## config.mk

```make
export PLATFORM = sky130hd
export DESIGN_NAME = bpt_engine
export DESIGN_NICKNAME = d
export VERILOG_FILES = /design/src/rtl/bpt_pkg.sv /design/src/rtl/bpt_engine.sv
export SDC_FILE = /design/constraint.sdc
export NUM_CORES = 2
export LEC_CHECK = 0
export BUFFER_PORTS_ARGS = -buffer_cell sky130_fd_sc_hd__buf_4
export CORE_ASPECT_RATIO = 0.5
export CORE_MARGIN = 2
export CORE_UTILIZATION = 40
export DETAILED_ROUTE_END_ITERATION = 8
export GPL_ROUTABILITY_DRIVEN = 1
export SYNTH_ARGS = -nofsm -noshare
export SYNTH_HDL_FRONTEND = slang
export SYNTH_SLANG_ARGS = --single-unit
```

## constraint.sdc

```tcl
create_clock -name i_core_clk -period 11.7 [get_ports i_core_clk]
set_input_delay 2.34 -clock i_core_clk [delete_from_list [all_inputs] [get_ports i_core_clk]]
set_output_delay 2.34 -clock i_core_clk [all_outputs]
set_load 0.03 [all_outputs]
```

## src/rtl/bpt_pkg.sv

```systemverilog
// Constants and types shared by the pattern fill and text draw engine.
// Overview of operation
// - Pattern fill tiles the 8x8 pattern over the whole destination rectangle.
// - Vertical alignment zero maps top pattern row to top scan line, one per line.
// - Raster code F0h writes the pattern value unchanged.
// - Text with source select takes its glyph dwords whatever the raster code.
// - Raster code CCh writes the source value unchanged.
// - A raster code without a pattern term issues no pattern reads.
// - Destination line start advances by the signed byte pitch per scan line.
// - Pattern base uses address bits 31 to 3 only, quadword aligned.
// - Destination address is the byte address of the first written byte.
// - Pattern fill height counts scan lines, width counts bytes per line.
// - Text source bytes follow the text command in the command stream.
// - Monochrome source is colour-expanded with foreground and background first.
// - Transparent text leaves pixels whose source bit is background unwritten.
// - Clipped text writes only pixels inside the clip window, edges included.
// - Glyph lines come from one continuous bit stream, no padding or address.
// - Text extent comes from start and end X and Y, not width and height.
// - At 8 bits per pixel the colour is bits 7 to 0, one index per pixel.
// - Fields unused by the current command are ignored.
// - Dynamic colour enabled with depth zero means an 8 bpp pattern.
// - Transparency mode zero writes every unclipped pixel of the rectangle.
// - Source bit one expands to foreground, zero to background.
package bpt_pkg;

  // Register byte offsets on the Avalon-MM slave.
  localparam logic [5:0] OFS_STATUS = 6'h00;
  localparam logic [5:0] OFS_SETUP = 6'h04;
  localparam logic [5:0] OFS_PITCH = 6'h08;
  localparam logic [5:0] OFS_PAT_BASE = 6'h0C;
  localparam logic [5:0] OFS_DST_BASE = 6'h10;
  localparam logic [5:0] OFS_FG = 6'h14;
  localparam logic [5:0] OFS_BG = 6'h18;
  localparam logic [5:0] OFS_CLIP_MIN = 6'h1C;
  localparam logic [5:0] OFS_CLIP_MAX = 6'h20;
  localparam logic [5:0] OFS_DONE_CNT = 6'h24;

  // Setup register fields.
  localparam int SETUP_ROP_LSB = 0;
  localparam int SETUP_VALIGN_LSB = 8;
  localparam int SETUP_DYN_EN_BIT = 11;
  localparam int SETUP_DYN_DEPTH_LSB = 12;
  localparam logic [31:0] SETUP_RESET = 32'h0000_00F0;

  // Command dword 0 fields.
  localparam int CMD_OP_LSB = 0;
  localparam int CMD_SRC_SEL_BIT = 2;
  localparam int CMD_CLIP_EN_BIT = 3;
  localparam int CMD_TRANS_BIT = 4;

  // Command opcodes.
  localparam logic [1:0] OP_PATTERN_FILL = 2'h1;
  localparam logic [1:0] OP_TEXT_IMM = 2'h2;

  // Raster codes named for reference by software.
  localparam logic [7:0] ROP_PAT_COPY = 8'hF0;
  localparam logic [7:0] ROP_SRC_COPY = 8'hCC;

  // Pattern geometry: 8x8 pixels, 8 bytes per row at 8 bpp.
  localparam int PAT_DIM_BITS = 3;

  typedef enum logic [2:0] {
    ST_IDLE = 3'b000,
    ST_ARG1 = 3'b001,
    ST_ARG2 = 3'b010,
    ST_PIX = 3'b011,
    ST_SRC = 3'b100,
    ST_PRD = 3'b101,
    ST_DRD = 3'b110,
    ST_WR = 3'b111
  } bpt_state_e;

endpackage

```

## src/rtl/bpt_engine.sv

```systemverilog
// Pattern fill and immediate text draw engine with Avalon-MM registers.
//
// Chosen here: the Avalon-MM register port and the register offsets.
`timescale 1ns/1ps
`default_nettype none
module bpt_engine (
  input wire logic i_core_clk,
  input wire logic i_reset_n,
  // Avalon-MM register slave.
  input wire logic [5:0] i_avs_address,
  input wire logic i_avs_read,
  input wire logic i_avs_write,
  input wire logic [31:0] i_avs_writedata,
  output logic [31:0] o_avs_readdata,
  output logic o_avs_waitrequest,
  // Command stream from the command streamer.
  input wire logic i_cmd_valid,
  input wire logic [31:0] i_cmd_data,
  output logic o_cmd_ready,
  // Frame-buffer byte port.
  output logic o_mem_rd,
  output logic o_mem_wr,
  output logic [31:0] o_mem_addr,
  output logic [7:0] o_mem_wdata,
  input wire logic [7:0] i_mem_rdata,
  input wire logic i_mem_wait,
  output logic o_busy
);

  bpt_pkg::bpt_state_e state_reg;

  // Software state.
  logic [31:0] setup_reg;
  logic [15:0] pitch_reg;
  logic [31:0] pat_base_reg;
  logic [31:0] dst_base_reg;
  logic [31:0] fg_reg;
  logic [31:0] bg_reg;
  logic [31:0] clip_min_reg;
  logic [31:0] clip_max_reg;
  logic [15:0] done_cnt_reg;
  logic ack_reg;
  logic [31:0] rdata_reg;

  // Command state.
  logic [1:0] op_reg;
  logic src_sel_reg;
  logic clip_en_reg;
  logic trans_reg;
  logic [31:0] arg1_reg;
  logic [31:0] line_addr_reg;
  logic [15:0] x_reg;
  logic [15:0] y_reg;
  logic [15:0] x_start_reg;
  logic [15:0] x_end_reg;
  logic [15:0] y_start_reg;
  logic [15:0] y_end_reg;
  logic [31:0] bits_reg;
  logic [5:0] bit_cnt_reg;
  logic cur_bit_reg;
  logic [7:0] pat_byte_reg;
  logic [7:0] dst_byte_reg;

  // Raster code decode.
  logic [7:0] rop;
  logic uses_pat;
  logic uses_src;
  logic uses_dst;
  logic is_text;
  logic pix_bit;
  logic in_clip;
  logic write_ok;
  logic last_x;
  logic last_y;
  logic [7:0] src_byte;
  logic [7:0] result;
  logic [2:0] pat_row;
  logic [2:0] pat_col;
  logic [31:0] pat_addr;
  logic [31:0] pix_addr;
  logic [32:0] y1_offset;
  logic [31:0] pitch_ext;
  logic [31:0] dword_swapped;
  logic bpp8;

  // Applies the raster code bitwise; each index is {pattern, source, dest}.
  function automatic logic [7:0] apply_rop(input logic [7:0] code,
                                           input logic [7:0] p,
                                           input logic [7:0] s,
                                           input logic [7:0] d);
    logic [7:0] r;
    r = 8'h00;
    for (int i = 0; i < 8; i++) begin
      r[i] = code[{p[i], s[i], d[i]}];
    end
    return r;
  endfunction

  // A term is used when the code differs across that operand's value.
  assign rop = setup_reg[bpt_pkg::SETUP_ROP_LSB +: 8];
  assign uses_pat = rop[7:4] != rop[3:0];
  assign uses_src = {rop[7:6], rop[3:2]} != {rop[5:4], rop[1:0]};
  assign uses_dst = {rop[7], rop[5], rop[3], rop[1]} !=
                    {rop[6], rop[4], rop[2], rop[0]};

  // Only 8 bpp is built; other depths raise a status flag but still run.
  assign bpp8 = setup_reg[bpt_pkg::SETUP_DYN_EN_BIT] &&
                setup_reg[bpt_pkg::SETUP_DYN_DEPTH_LSB +: 2] == 2'h0;

  // Pixel position, source bit and write qualification.
  assign is_text = op_reg == bpt_pkg::OP_TEXT_IMM;
  assign pix_bit = src_sel_reg & bits_reg[31];
  assign in_clip = x_reg >= clip_min_reg[15:0] &&
                   x_reg <= clip_max_reg[15:0] &&
                   y_reg >= clip_min_reg[31:16] &&
                   y_reg <= clip_max_reg[31:16];
  assign write_ok = !is_text ||
                    ((!clip_en_reg || in_clip) &&
                     (!trans_reg || pix_bit));
  assign last_x = x_reg == x_end_reg;
  assign last_y = y_reg == y_end_reg;

  // Colour expansion uses the low byte only at 8 bpp.
  assign src_byte = !is_text ? 8'h00 :
                    cur_bit_reg ? fg_reg[7:0] : bg_reg[7:0];
  assign result = apply_rop(rop, pat_byte_reg, src_byte,
                            dst_byte_reg);

  // Pattern tiling: row and column wrap modulo 8 from the rectangle origin.
  assign pat_row = 3'(y_reg - y_start_reg) +
                   setup_reg[bpt_pkg::SETUP_VALIGN_LSB +: 3];
  assign pat_col = 3'(x_reg - x_start_reg);
  assign pat_addr = {pat_base_reg[31:3], 3'h0} +
                    {26'h0, pat_row, pat_col};
  assign pix_addr = line_addr_reg + {16'h0, x_reg};

  // Helpers for line addressing.
  assign pitch_ext = {{16{pitch_reg[15]}}, pitch_reg};
  assign y1_offset = 33'($signed({1'b0, arg1_reg[31:16]}) *
                         $signed(pitch_reg));
  // Stream bytes go low byte first, each byte most significant bit first.
  assign dword_swapped = {i_cmd_data[7:0], i_cmd_data[15:8],
                          i_cmd_data[23:16], i_cmd_data[31:24]};

  // The streamer is served only while a dword is actually wanted.
  assign o_cmd_ready = state_reg == bpt_pkg::ST_IDLE ||
                       state_reg == bpt_pkg::ST_ARG1 ||
                       state_reg == bpt_pkg::ST_ARG2 ||
                       state_reg == bpt_pkg::ST_SRC;
  assign o_busy = state_reg != bpt_pkg::ST_IDLE;

  // Memory strobes are held while the state waits for the port.
  assign o_mem_rd = state_reg == bpt_pkg::ST_PRD ||
                    state_reg == bpt_pkg::ST_DRD;
  assign o_mem_wr = state_reg == bpt_pkg::ST_WR;
  assign o_mem_addr = state_reg == bpt_pkg::ST_PRD ? pat_addr : pix_addr;
  assign o_mem_wdata = result;

  // One wait state on every bus access keeps read data registered.
  assign o_avs_waitrequest = (i_avs_read | i_avs_write) & ~ack_reg;
  assign o_avs_readdata = rdata_reg;

  always_ff @(posedge i_core_clk or negedge i_reset_n) begin
    if (!i_reset_n) begin
      ack_reg <= 1'b0;
    end else begin
      ack_reg <= (i_avs_read | i_avs_write) & ~ack_reg;
    end
  end

  // Register writes take effect on the edge where waitrequest is low.
  always_ff @(posedge i_core_clk or negedge i_reset_n) begin
    if (!i_reset_n) begin
      setup_reg <= bpt_pkg::SETUP_RESET;
      pitch_reg <= 16'h0000;
      pat_base_reg <= 32'h0000_0000;
      dst_base_reg <= 32'h0000_0000;
      fg_reg <= 32'h0000_0000;
      bg_reg <= 32'h0000_0000;
      clip_min_reg <= 32'h0000_0000;
      clip_max_reg <= 32'h0000_0000;
    end else if (i_avs_write && ack_reg) begin
      unique case (i_avs_address)
        bpt_pkg::OFS_SETUP: setup_reg <= i_avs_writedata;
        bpt_pkg::OFS_PITCH: pitch_reg <= i_avs_writedata[15:0];
        bpt_pkg::OFS_PAT_BASE: pat_base_reg <= i_avs_writedata;
        bpt_pkg::OFS_DST_BASE: dst_base_reg <= i_avs_writedata;
        bpt_pkg::OFS_FG: fg_reg <= i_avs_writedata;
        bpt_pkg::OFS_BG: bg_reg <= i_avs_writedata;
        bpt_pkg::OFS_CLIP_MIN: clip_min_reg <= i_avs_writedata;
        bpt_pkg::OFS_CLIP_MAX: clip_max_reg <= i_avs_writedata;
        default: begin
        end
      endcase
    end
  end

  // Read data is sampled in the wait cycle and held through the answer.
  always_ff @(posedge i_core_clk or negedge i_reset_n) begin
    if (!i_reset_n) begin
      rdata_reg <= 32'h0000_0000;
    end else if (i_avs_read && !ack_reg) begin
      unique case (i_avs_address)
        bpt_pkg::OFS_STATUS: rdata_reg <= {29'h0, !bpp8, 1'b0, o_busy};
        bpt_pkg::OFS_SETUP: rdata_reg <= setup_reg;
        bpt_pkg::OFS_PITCH: rdata_reg <= {16'h0, pitch_reg};
        bpt_pkg::OFS_PAT_BASE: rdata_reg <= pat_base_reg;
        bpt_pkg::OFS_DST_BASE: rdata_reg <= dst_base_reg;
        bpt_pkg::OFS_FG: rdata_reg <= fg_reg;
        bpt_pkg::OFS_BG: rdata_reg <= bg_reg;
        bpt_pkg::OFS_CLIP_MIN: rdata_reg <= clip_min_reg;
        bpt_pkg::OFS_CLIP_MAX: rdata_reg <= clip_max_reg;
        bpt_pkg::OFS_DONE_CNT: rdata_reg <= {16'h0, done_cnt_reg};
        default: rdata_reg <= 32'h0000_0000;
      endcase
    end
  end

  // Command sequencer; a new command is taken only from idle.
  always_ff @(posedge i_core_clk or negedge i_reset_n) begin
    if (!i_reset_n) begin
      state_reg <= bpt_pkg::ST_IDLE;
    end else begin
      unique case (state_reg)
        bpt_pkg::ST_IDLE: begin
          if (i_cmd_valid) begin
            if (i_cmd_data[bpt_pkg::CMD_OP_LSB +: 2] ==
                    bpt_pkg::OP_PATTERN_FILL ||
                i_cmd_data[bpt_pkg::CMD_OP_LSB +: 2] ==
                    bpt_pkg::OP_TEXT_IMM) begin
              state_reg <= bpt_pkg::ST_ARG1;
            end
          end
        end
        bpt_pkg::ST_ARG1: begin
          if (i_cmd_valid) begin
            state_reg <= bpt_pkg::ST_ARG2;
          end
        end
        bpt_pkg::ST_ARG2: begin
          if (i_cmd_valid) begin
            if (!is_text && (arg1_reg[31:16] == 16'h0 ||
                             arg1_reg[15:0] == 16'h0)) begin
              state_reg <= bpt_pkg::ST_IDLE;
            end else if (is_text && (i_cmd_data[31:16] < arg1_reg[31:16] ||
                                     i_cmd_data[15:0] < arg1_reg[15:0])) begin
              state_reg <= bpt_pkg::ST_IDLE;
            end else begin
              state_reg <= bpt_pkg::ST_PIX;
            end
          end
        end
        bpt_pkg::ST_PIX: begin
          if (is_text && src_sel_reg && bit_cnt_reg == 6'h0) begin
            state_reg <= bpt_pkg::ST_SRC;
          end else if (!write_ok) begin
            if (last_x && last_y) begin
              state_reg <= bpt_pkg::ST_IDLE;
            end
          end else if (uses_pat) begin
            state_reg <= bpt_pkg::ST_PRD;
          end else if (uses_dst) begin
            state_reg <= bpt_pkg::ST_DRD;
          end else begin
            state_reg <= bpt_pkg::ST_WR;
          end
        end
        bpt_pkg::ST_SRC: begin
          if (i_cmd_valid) begin
            state_reg <= bpt_pkg::ST_PIX;
          end
        end
        bpt_pkg::ST_PRD: begin
          if (!i_mem_wait) begin
            state_reg <= uses_dst ? bpt_pkg::ST_DRD : bpt_pkg::ST_WR;
          end
        end
        bpt_pkg::ST_DRD: begin
          if (!i_mem_wait) begin
            state_reg <= bpt_pkg::ST_WR;
          end
        end
        bpt_pkg::ST_WR: begin
          if (!i_mem_wait) begin
            state_reg <= (last_x && last_y) ?
                         bpt_pkg::ST_IDLE : bpt_pkg::ST_PIX;
          end
        end
      endcase
    end
  end

  // Latches the command header; only the source select is dropped when the command is not text.
  always_ff @(posedge i_core_clk or negedge i_reset_n) begin
    if (!i_reset_n) begin
      op_reg <= 2'h0;
      src_sel_reg <= 1'b0;
      clip_en_reg <= 1'b0;
      trans_reg <= 1'b0;
      arg1_reg <= 32'h0000_0000;
    end else if (state_reg == bpt_pkg::ST_IDLE && i_cmd_valid) begin
      op_reg <= i_cmd_data[bpt_pkg::CMD_OP_LSB +: 2];
      // The source select has no meaning for a fill and is forced off.
      src_sel_reg <= i_cmd_data[bpt_pkg::CMD_SRC_SEL_BIT] &&
                     i_cmd_data[1:0] == bpt_pkg::OP_TEXT_IMM;
      clip_en_reg <= i_cmd_data[bpt_pkg::CMD_CLIP_EN_BIT];
      trans_reg <= i_cmd_data[bpt_pkg::CMD_TRANS_BIT];
    end else if (state_reg == bpt_pkg::ST_ARG1 && i_cmd_valid) begin
      arg1_reg <= i_cmd_data;
    end
  end

  // Rectangle set-up and the pixel walk.
  always_ff @(posedge i_core_clk or negedge i_reset_n) begin
    if (!i_reset_n) begin
      line_addr_reg <= 32'h0000_0000;
      x_reg <= 16'h0000;
      y_reg <= 16'h0000;
      x_start_reg <= 16'h0000;
      x_end_reg <= 16'h0000;
      y_start_reg <= 16'h0000;
      y_end_reg <= 16'h0000;
    end else if (state_reg == bpt_pkg::ST_ARG2 && i_cmd_valid) begin
      if (is_text) begin
        // Extent from the corner coordinates; width and height unused.
        x_start_reg <= arg1_reg[15:0];
        y_start_reg <= arg1_reg[31:16];
        x_end_reg <= i_cmd_data[15:0];
        y_end_reg <= i_cmd_data[31:16];
        x_reg <= arg1_reg[15:0];
        y_reg <= arg1_reg[31:16];
        line_addr_reg <= dst_base_reg + y1_offset[31:0];
      end else begin
        // Height in scan lines, width in bytes, start at the given byte.
        x_start_reg <= 16'h0000;
        y_start_reg <= 16'h0000;
        x_end_reg <= arg1_reg[15:0] - 16'h0001;
        y_end_reg <= arg1_reg[31:16] - 16'h0001;
        x_reg <= 16'h0000;
        y_reg <= 16'h0000;
        line_addr_reg <= i_cmd_data;
      end
    end else if ((state_reg == bpt_pkg::ST_WR && !i_mem_wait) ||
                 (state_reg == bpt_pkg::ST_PIX && !write_ok &&
                  !(is_text && src_sel_reg && bit_cnt_reg == 6'h0))) begin
      if (last_x) begin
        x_reg <= x_start_reg;
        y_reg <= y_reg + 16'h0001;
        line_addr_reg <= line_addr_reg + pitch_ext;
      end else begin
        x_reg <= x_reg + 16'h0001;
      end
    end
  end

  // Glyph bit stream runs on across scan lines without realignment.
  always_ff @(posedge i_core_clk or negedge i_reset_n) begin
    if (!i_reset_n) begin
      bits_reg <= 32'h0000_0000;
      bit_cnt_reg <= 6'h00;
      cur_bit_reg <= 1'b0;
    end else if (state_reg == bpt_pkg::ST_IDLE) begin
      // Leftover bits of a previous glyph belong to no command.
      bit_cnt_reg <= 6'h00;
    end else if (state_reg == bpt_pkg::ST_SRC && i_cmd_valid) begin
      bits_reg <= dword_swapped;
      bit_cnt_reg <= 6'h20;
    end else if (state_reg == bpt_pkg::ST_PIX && is_text &&
                 !(src_sel_reg && bit_cnt_reg == 6'h0)) begin
      cur_bit_reg <= pix_bit;
      bits_reg <= {bits_reg[30:0], 1'b0};
      if (src_sel_reg) begin
        bit_cnt_reg <= bit_cnt_reg - 6'h01;
      end
    end
  end

  // Operand bytes; an unread operand is zero so it cannot leak.
  always_ff @(posedge i_core_clk or negedge i_reset_n) begin
    if (!i_reset_n) begin
      pat_byte_reg <= 8'h00;
      dst_byte_reg <= 8'h00;
    end else if (state_reg == bpt_pkg::ST_PIX) begin
      pat_byte_reg <= 8'h00;
      dst_byte_reg <= 8'h00;
    end else if (state_reg == bpt_pkg::ST_PRD && !i_mem_wait) begin
      pat_byte_reg <= i_mem_rdata;
    end else if (state_reg == bpt_pkg::ST_DRD && !i_mem_wait) begin
      dst_byte_reg <= i_mem_rdata;
    end
  end

  // Completed commands, counted when the last pixel is settled.
  always_ff @(posedge i_core_clk or negedge i_reset_n) begin
    if (!i_reset_n) begin
      done_cnt_reg <= 16'h0000;
    end else if (state_reg != bpt_pkg::ST_IDLE && last_x && last_y &&
                 ((state_reg == bpt_pkg::ST_WR && !i_mem_wait) ||
                  (state_reg == bpt_pkg::ST_PIX && !write_ok &&
                   !(is_text && src_sel_reg &&
                     bit_cnt_reg == 6'h0)))) begin
      done_cnt_reg <= done_cnt_reg + 16'h0001;
    end
  end

endmodule
`default_nettype wire

```

==> summary.md <==
| Metric | Value |
|---|---|
| Status | `finished, final reports clean` |
| Vias in the first global route | `30,800` |
| Initial antenna violation count | `7` |
| Setup TNS | `0 ns` |
| Total core area | `0.0956 mm^2` |
| Min Tclk post-route | `8.15 ns` |
| Total routed wirelength | `138,000 um` |
| Die extent in y | `224 um` |
| Sw frac | `47.1%` |
| Crit. Startpoint | `y_reg[1]$_DFFE_PN0P_` |
| Max FO, Critical Path | `6` |
| Synth Register Bits | `499` |
| Worst slew margin | `23.4%` |
| YS warnings | `0` |
| Syn_nets | `4,713` |
| Commonest non-fill, non-tap cell in the layout | `dfrtp_1` |
| Initial Utilization | `40.5%` |
| Ant. Diodes | `0` |
| Area Growth Syn to Fin | `10.8%` |
| R2R cell count | `22` |
| Final instance area | `0.0429 mm^2` |
| CTS Buf Count | `51` |
| Count of pins over their slew limit | `0` |
| Hold WS | `0.465 ns` |
| Layout net count | `4,758` |
| Worst-path clk slew | `0.07 ns` |
| Syn avg cell area | `9.37 um^2` |
| Number of distinct library cells after synthesis | `83` |
| Initial DRT Pass Iterations | `9` |
| WS Path Type | `register to primary output` |
| Hold_buf cts | `0` |
| 1st-iter DRT viols | `3,571` |
| DR vias | `31,700` |
| Crit path to | `o_mem_addr[31]` |
| Post-cts sizing count | `0` |
| VDD IR max | `0.170 mV` |
| P per Cell Area | `215 mW/mm^2` |
| Clock power share | `19.3%` |
| Port Buf Inserts | `160` |
| Setup Buffers After CTS | `0` |
| Top FF cell, synth | `dfrtp_1` |
| Hold Vio Cnt, Final | `0` |
| H-tree depth | `2` |
| Pin count of the biggest net entering global routing | `156` |
| Period utilization | `69.6%` |
| Placed Area | `0.0411 mm^2` |
| Share of layout cells above drive strength 1 | `13.7%` |
| Gr usage total | `27.6%` |
| Ys async rst share | `100%` |
| Fmax | `123 MHz` |
| Via/cell ratio | `5.77` |
| EDFF count, synth | `0` |
| Pint | `4.88 mW` |
| I/O pins | `161` |
| Cell Rows | `80` |
| Chip Width | `444 um` |
| Root Driver | `clkbuf_16` |
| Part of the power in registers | `30.7%` |
| RSZ-0062 raised after global routing | `no` |
| DRC Markers | `0` |
| Final HPWL DP | `105,000 um` |
| CP endpoint kind | `primary output` |
| Grt ovf | `0` |
| Hold Path Cell Cnt | `1` |
| R2R setup slack | `4.36 ns` |
| Final Core Density | `44.9%` |
| FF/Latch Area | `0.0125 mm^2` |
| Seq/Total Area, Yosys | `32.3%` |
| Final Skew | `0.0394 ns` |
| Clock Tree Buf Depth | `3` |
| Multi-input logic area | `0.0237 mm^2` |
| Die area | `0.0994 mm^2` |
| GP Congestion | `0.995` |
| Net Switching | `4.34 mW` |
| Synthesized cell area | `0.0387 mm^2` |
| Worst EP arrival | `5.81 ns` |
| MaxCap Viol Count | `0` |
| CP required | `9.36 ns` |
| Worst Hold Class | `register to register` |
| Count of final setup violators | `0` |
| Mapped Cells | `4,130` |
| Reg-to-reg endpoint | `line_addr_reg[28]$_DFFE_PN0P_` |
| Most frequent cells in the layout | `dfrtp_1 (495), nand2_1 (474), inv_1 (450)` |
| CTS sink cnt | `499` |
| Crit start category | `register` |
| Drt wl/cell | `25.1 um` |
| Clk_lat worst skew | `0.65 ns` |
| First-pass GRT wire length | `205,000 um` |
| Antenna Nets Post-Route | `0` |
| Filler cells | `9,102` |
| Comb power frac | `50.0%` |
| Worst r2r src | `arg1_reg[26]$_DFFE_PN0P_` |
| Worst slew pin tran | `1.15 ns` |
| Leakage power | `20.7 nW` |
| CTS tree | `yes` |
power by group through the flow:
stage | clock, mW | sequential, mW | combinational [mW]
after CTS | 1.80 | 2.80 | 4.56
after detailed placement | 0 | 2.83 | 4.50
final | 1.78 | 2.83 | 4.61
after global routing | 1.87 | 2.87 | 5.08
after floorplan | 0 | 2.42 | 3.23
after global placement | 0 | 2.81 | 4.46
routing by layer:
layer	part of all wire (%)	vias to the layer above	GRT usage [%]
met5	0.036	-	0
li1	-	14100	-
met4	2.1	8	6.09
met1	47	16100	42.4
met3	11	151	8.02
met2	40	1340	37.5
how the worst min path moves through the flow:
stage | startpoint | end | slack, ns
after global placement | ack_reg$_DFF_PN0_ | ack_reg$_DFF_PN0_ | 0.43
after global routing | ack_reg$_DFF_PN0_ | ack_reg$_DFF_PN0_ | 0.48
after CTS | ack_reg$_DFF_PN0_ | ack_reg$_DFF_PN0_ | 0.47
after detailed placement | ack_reg$_DFF_PN0_ | ack_reg$_DFF_PN0_ | 0.45
final | ack_reg$_DFF_PN0_ | ack_reg$_DFF_PN0_ | 0.47
after floorplan | done_cnt_reg[15]$_DFFE_PN0P_ | done_cnt_reg[15]$_DFFE_PN0P_ | 0.44
through the flow:
step | std cells | total power [mW] | setup WS [ns]
2_1_floorplan | 4130 | 5.66 | 4.94
3_3_place_gp | 5393 | 7.27 | 4.29
3_5_place_dp | 5393 | 7.33 | 4.29
4_1_cts | 5487 | 9.15 | 3.57
5_1_grt | 5487 | 9.81 | 3.33
6_report | 5487 | 9.22 | 3.55
area by class of cell:
cell class	count	area share [%]
Clock buffer	74	3.55
Clock inverter	20	0.595
Inverter	452	3.96
Multi-Input combinational cell	2960	55.3
Sequential cell	499	29.1
Tap cell	1271	3.71
Timing Repair Buffer	211	3.77
worst max-delay path: stages (launching register included):
cell and delay [ns]:
dfrtp_1 0.45, inv_1 0.15, fa_1 0.52, inv_1 0.06, fa_1 0.44, xnor2_1 0.20, xnor2_1 0.17, xnor2_1 0.10
ha_1 0.33, a21o_1 0.16, nor2b_1 0.36, nand3_1 0.27, nor2_1 0.38, and4_1 0.31, nand3_1 0.11, xnor2_1 0.18
nor2_1 0.07, a21oi_1 0.63, buf_4 0.29
synthesized netlist by cell type, types with 36 or more instances:
master	number	share of area (%)
nand3_1	83	1.1
a31oi_1	37	0.60
a211oi_1	41	0.80
nor2_1	213	2.1
xor2_1	118	2.7
a21o_1	64	1.2
mux2i_1	48	1.2
nand2_1	475	4.6
o21ai_0	272	3.5
ha_1	268	8.7
dfrtp_1	495	32
inv_1	450	4.4
xnor2_1	97	2.2
clkbuf_1	189	1.8
a21oi_1	226	2.9
nor3_1	36	0.47
a22oi_1	65	1.3
and2_1	127	2.1
fa_1	231	12
mux2_2	215	6.3
logic make-up after synthesis:
logic type               after synthesis  share of synthesized area [%]
multiplexers                         279                           8.43
AND/OR/NAND/NOR                     1105                           13.2
XOR/XNOR                             215                           4.86
adder cells (fa/ha/maj)              499                           20.6
buffers and inverters                671                           6.67
AO/OA/AOI/OAI                        862                           14.0
flip-flops                           499                           32.3
No activity file was read; power rests on OpenSTA's default activity.
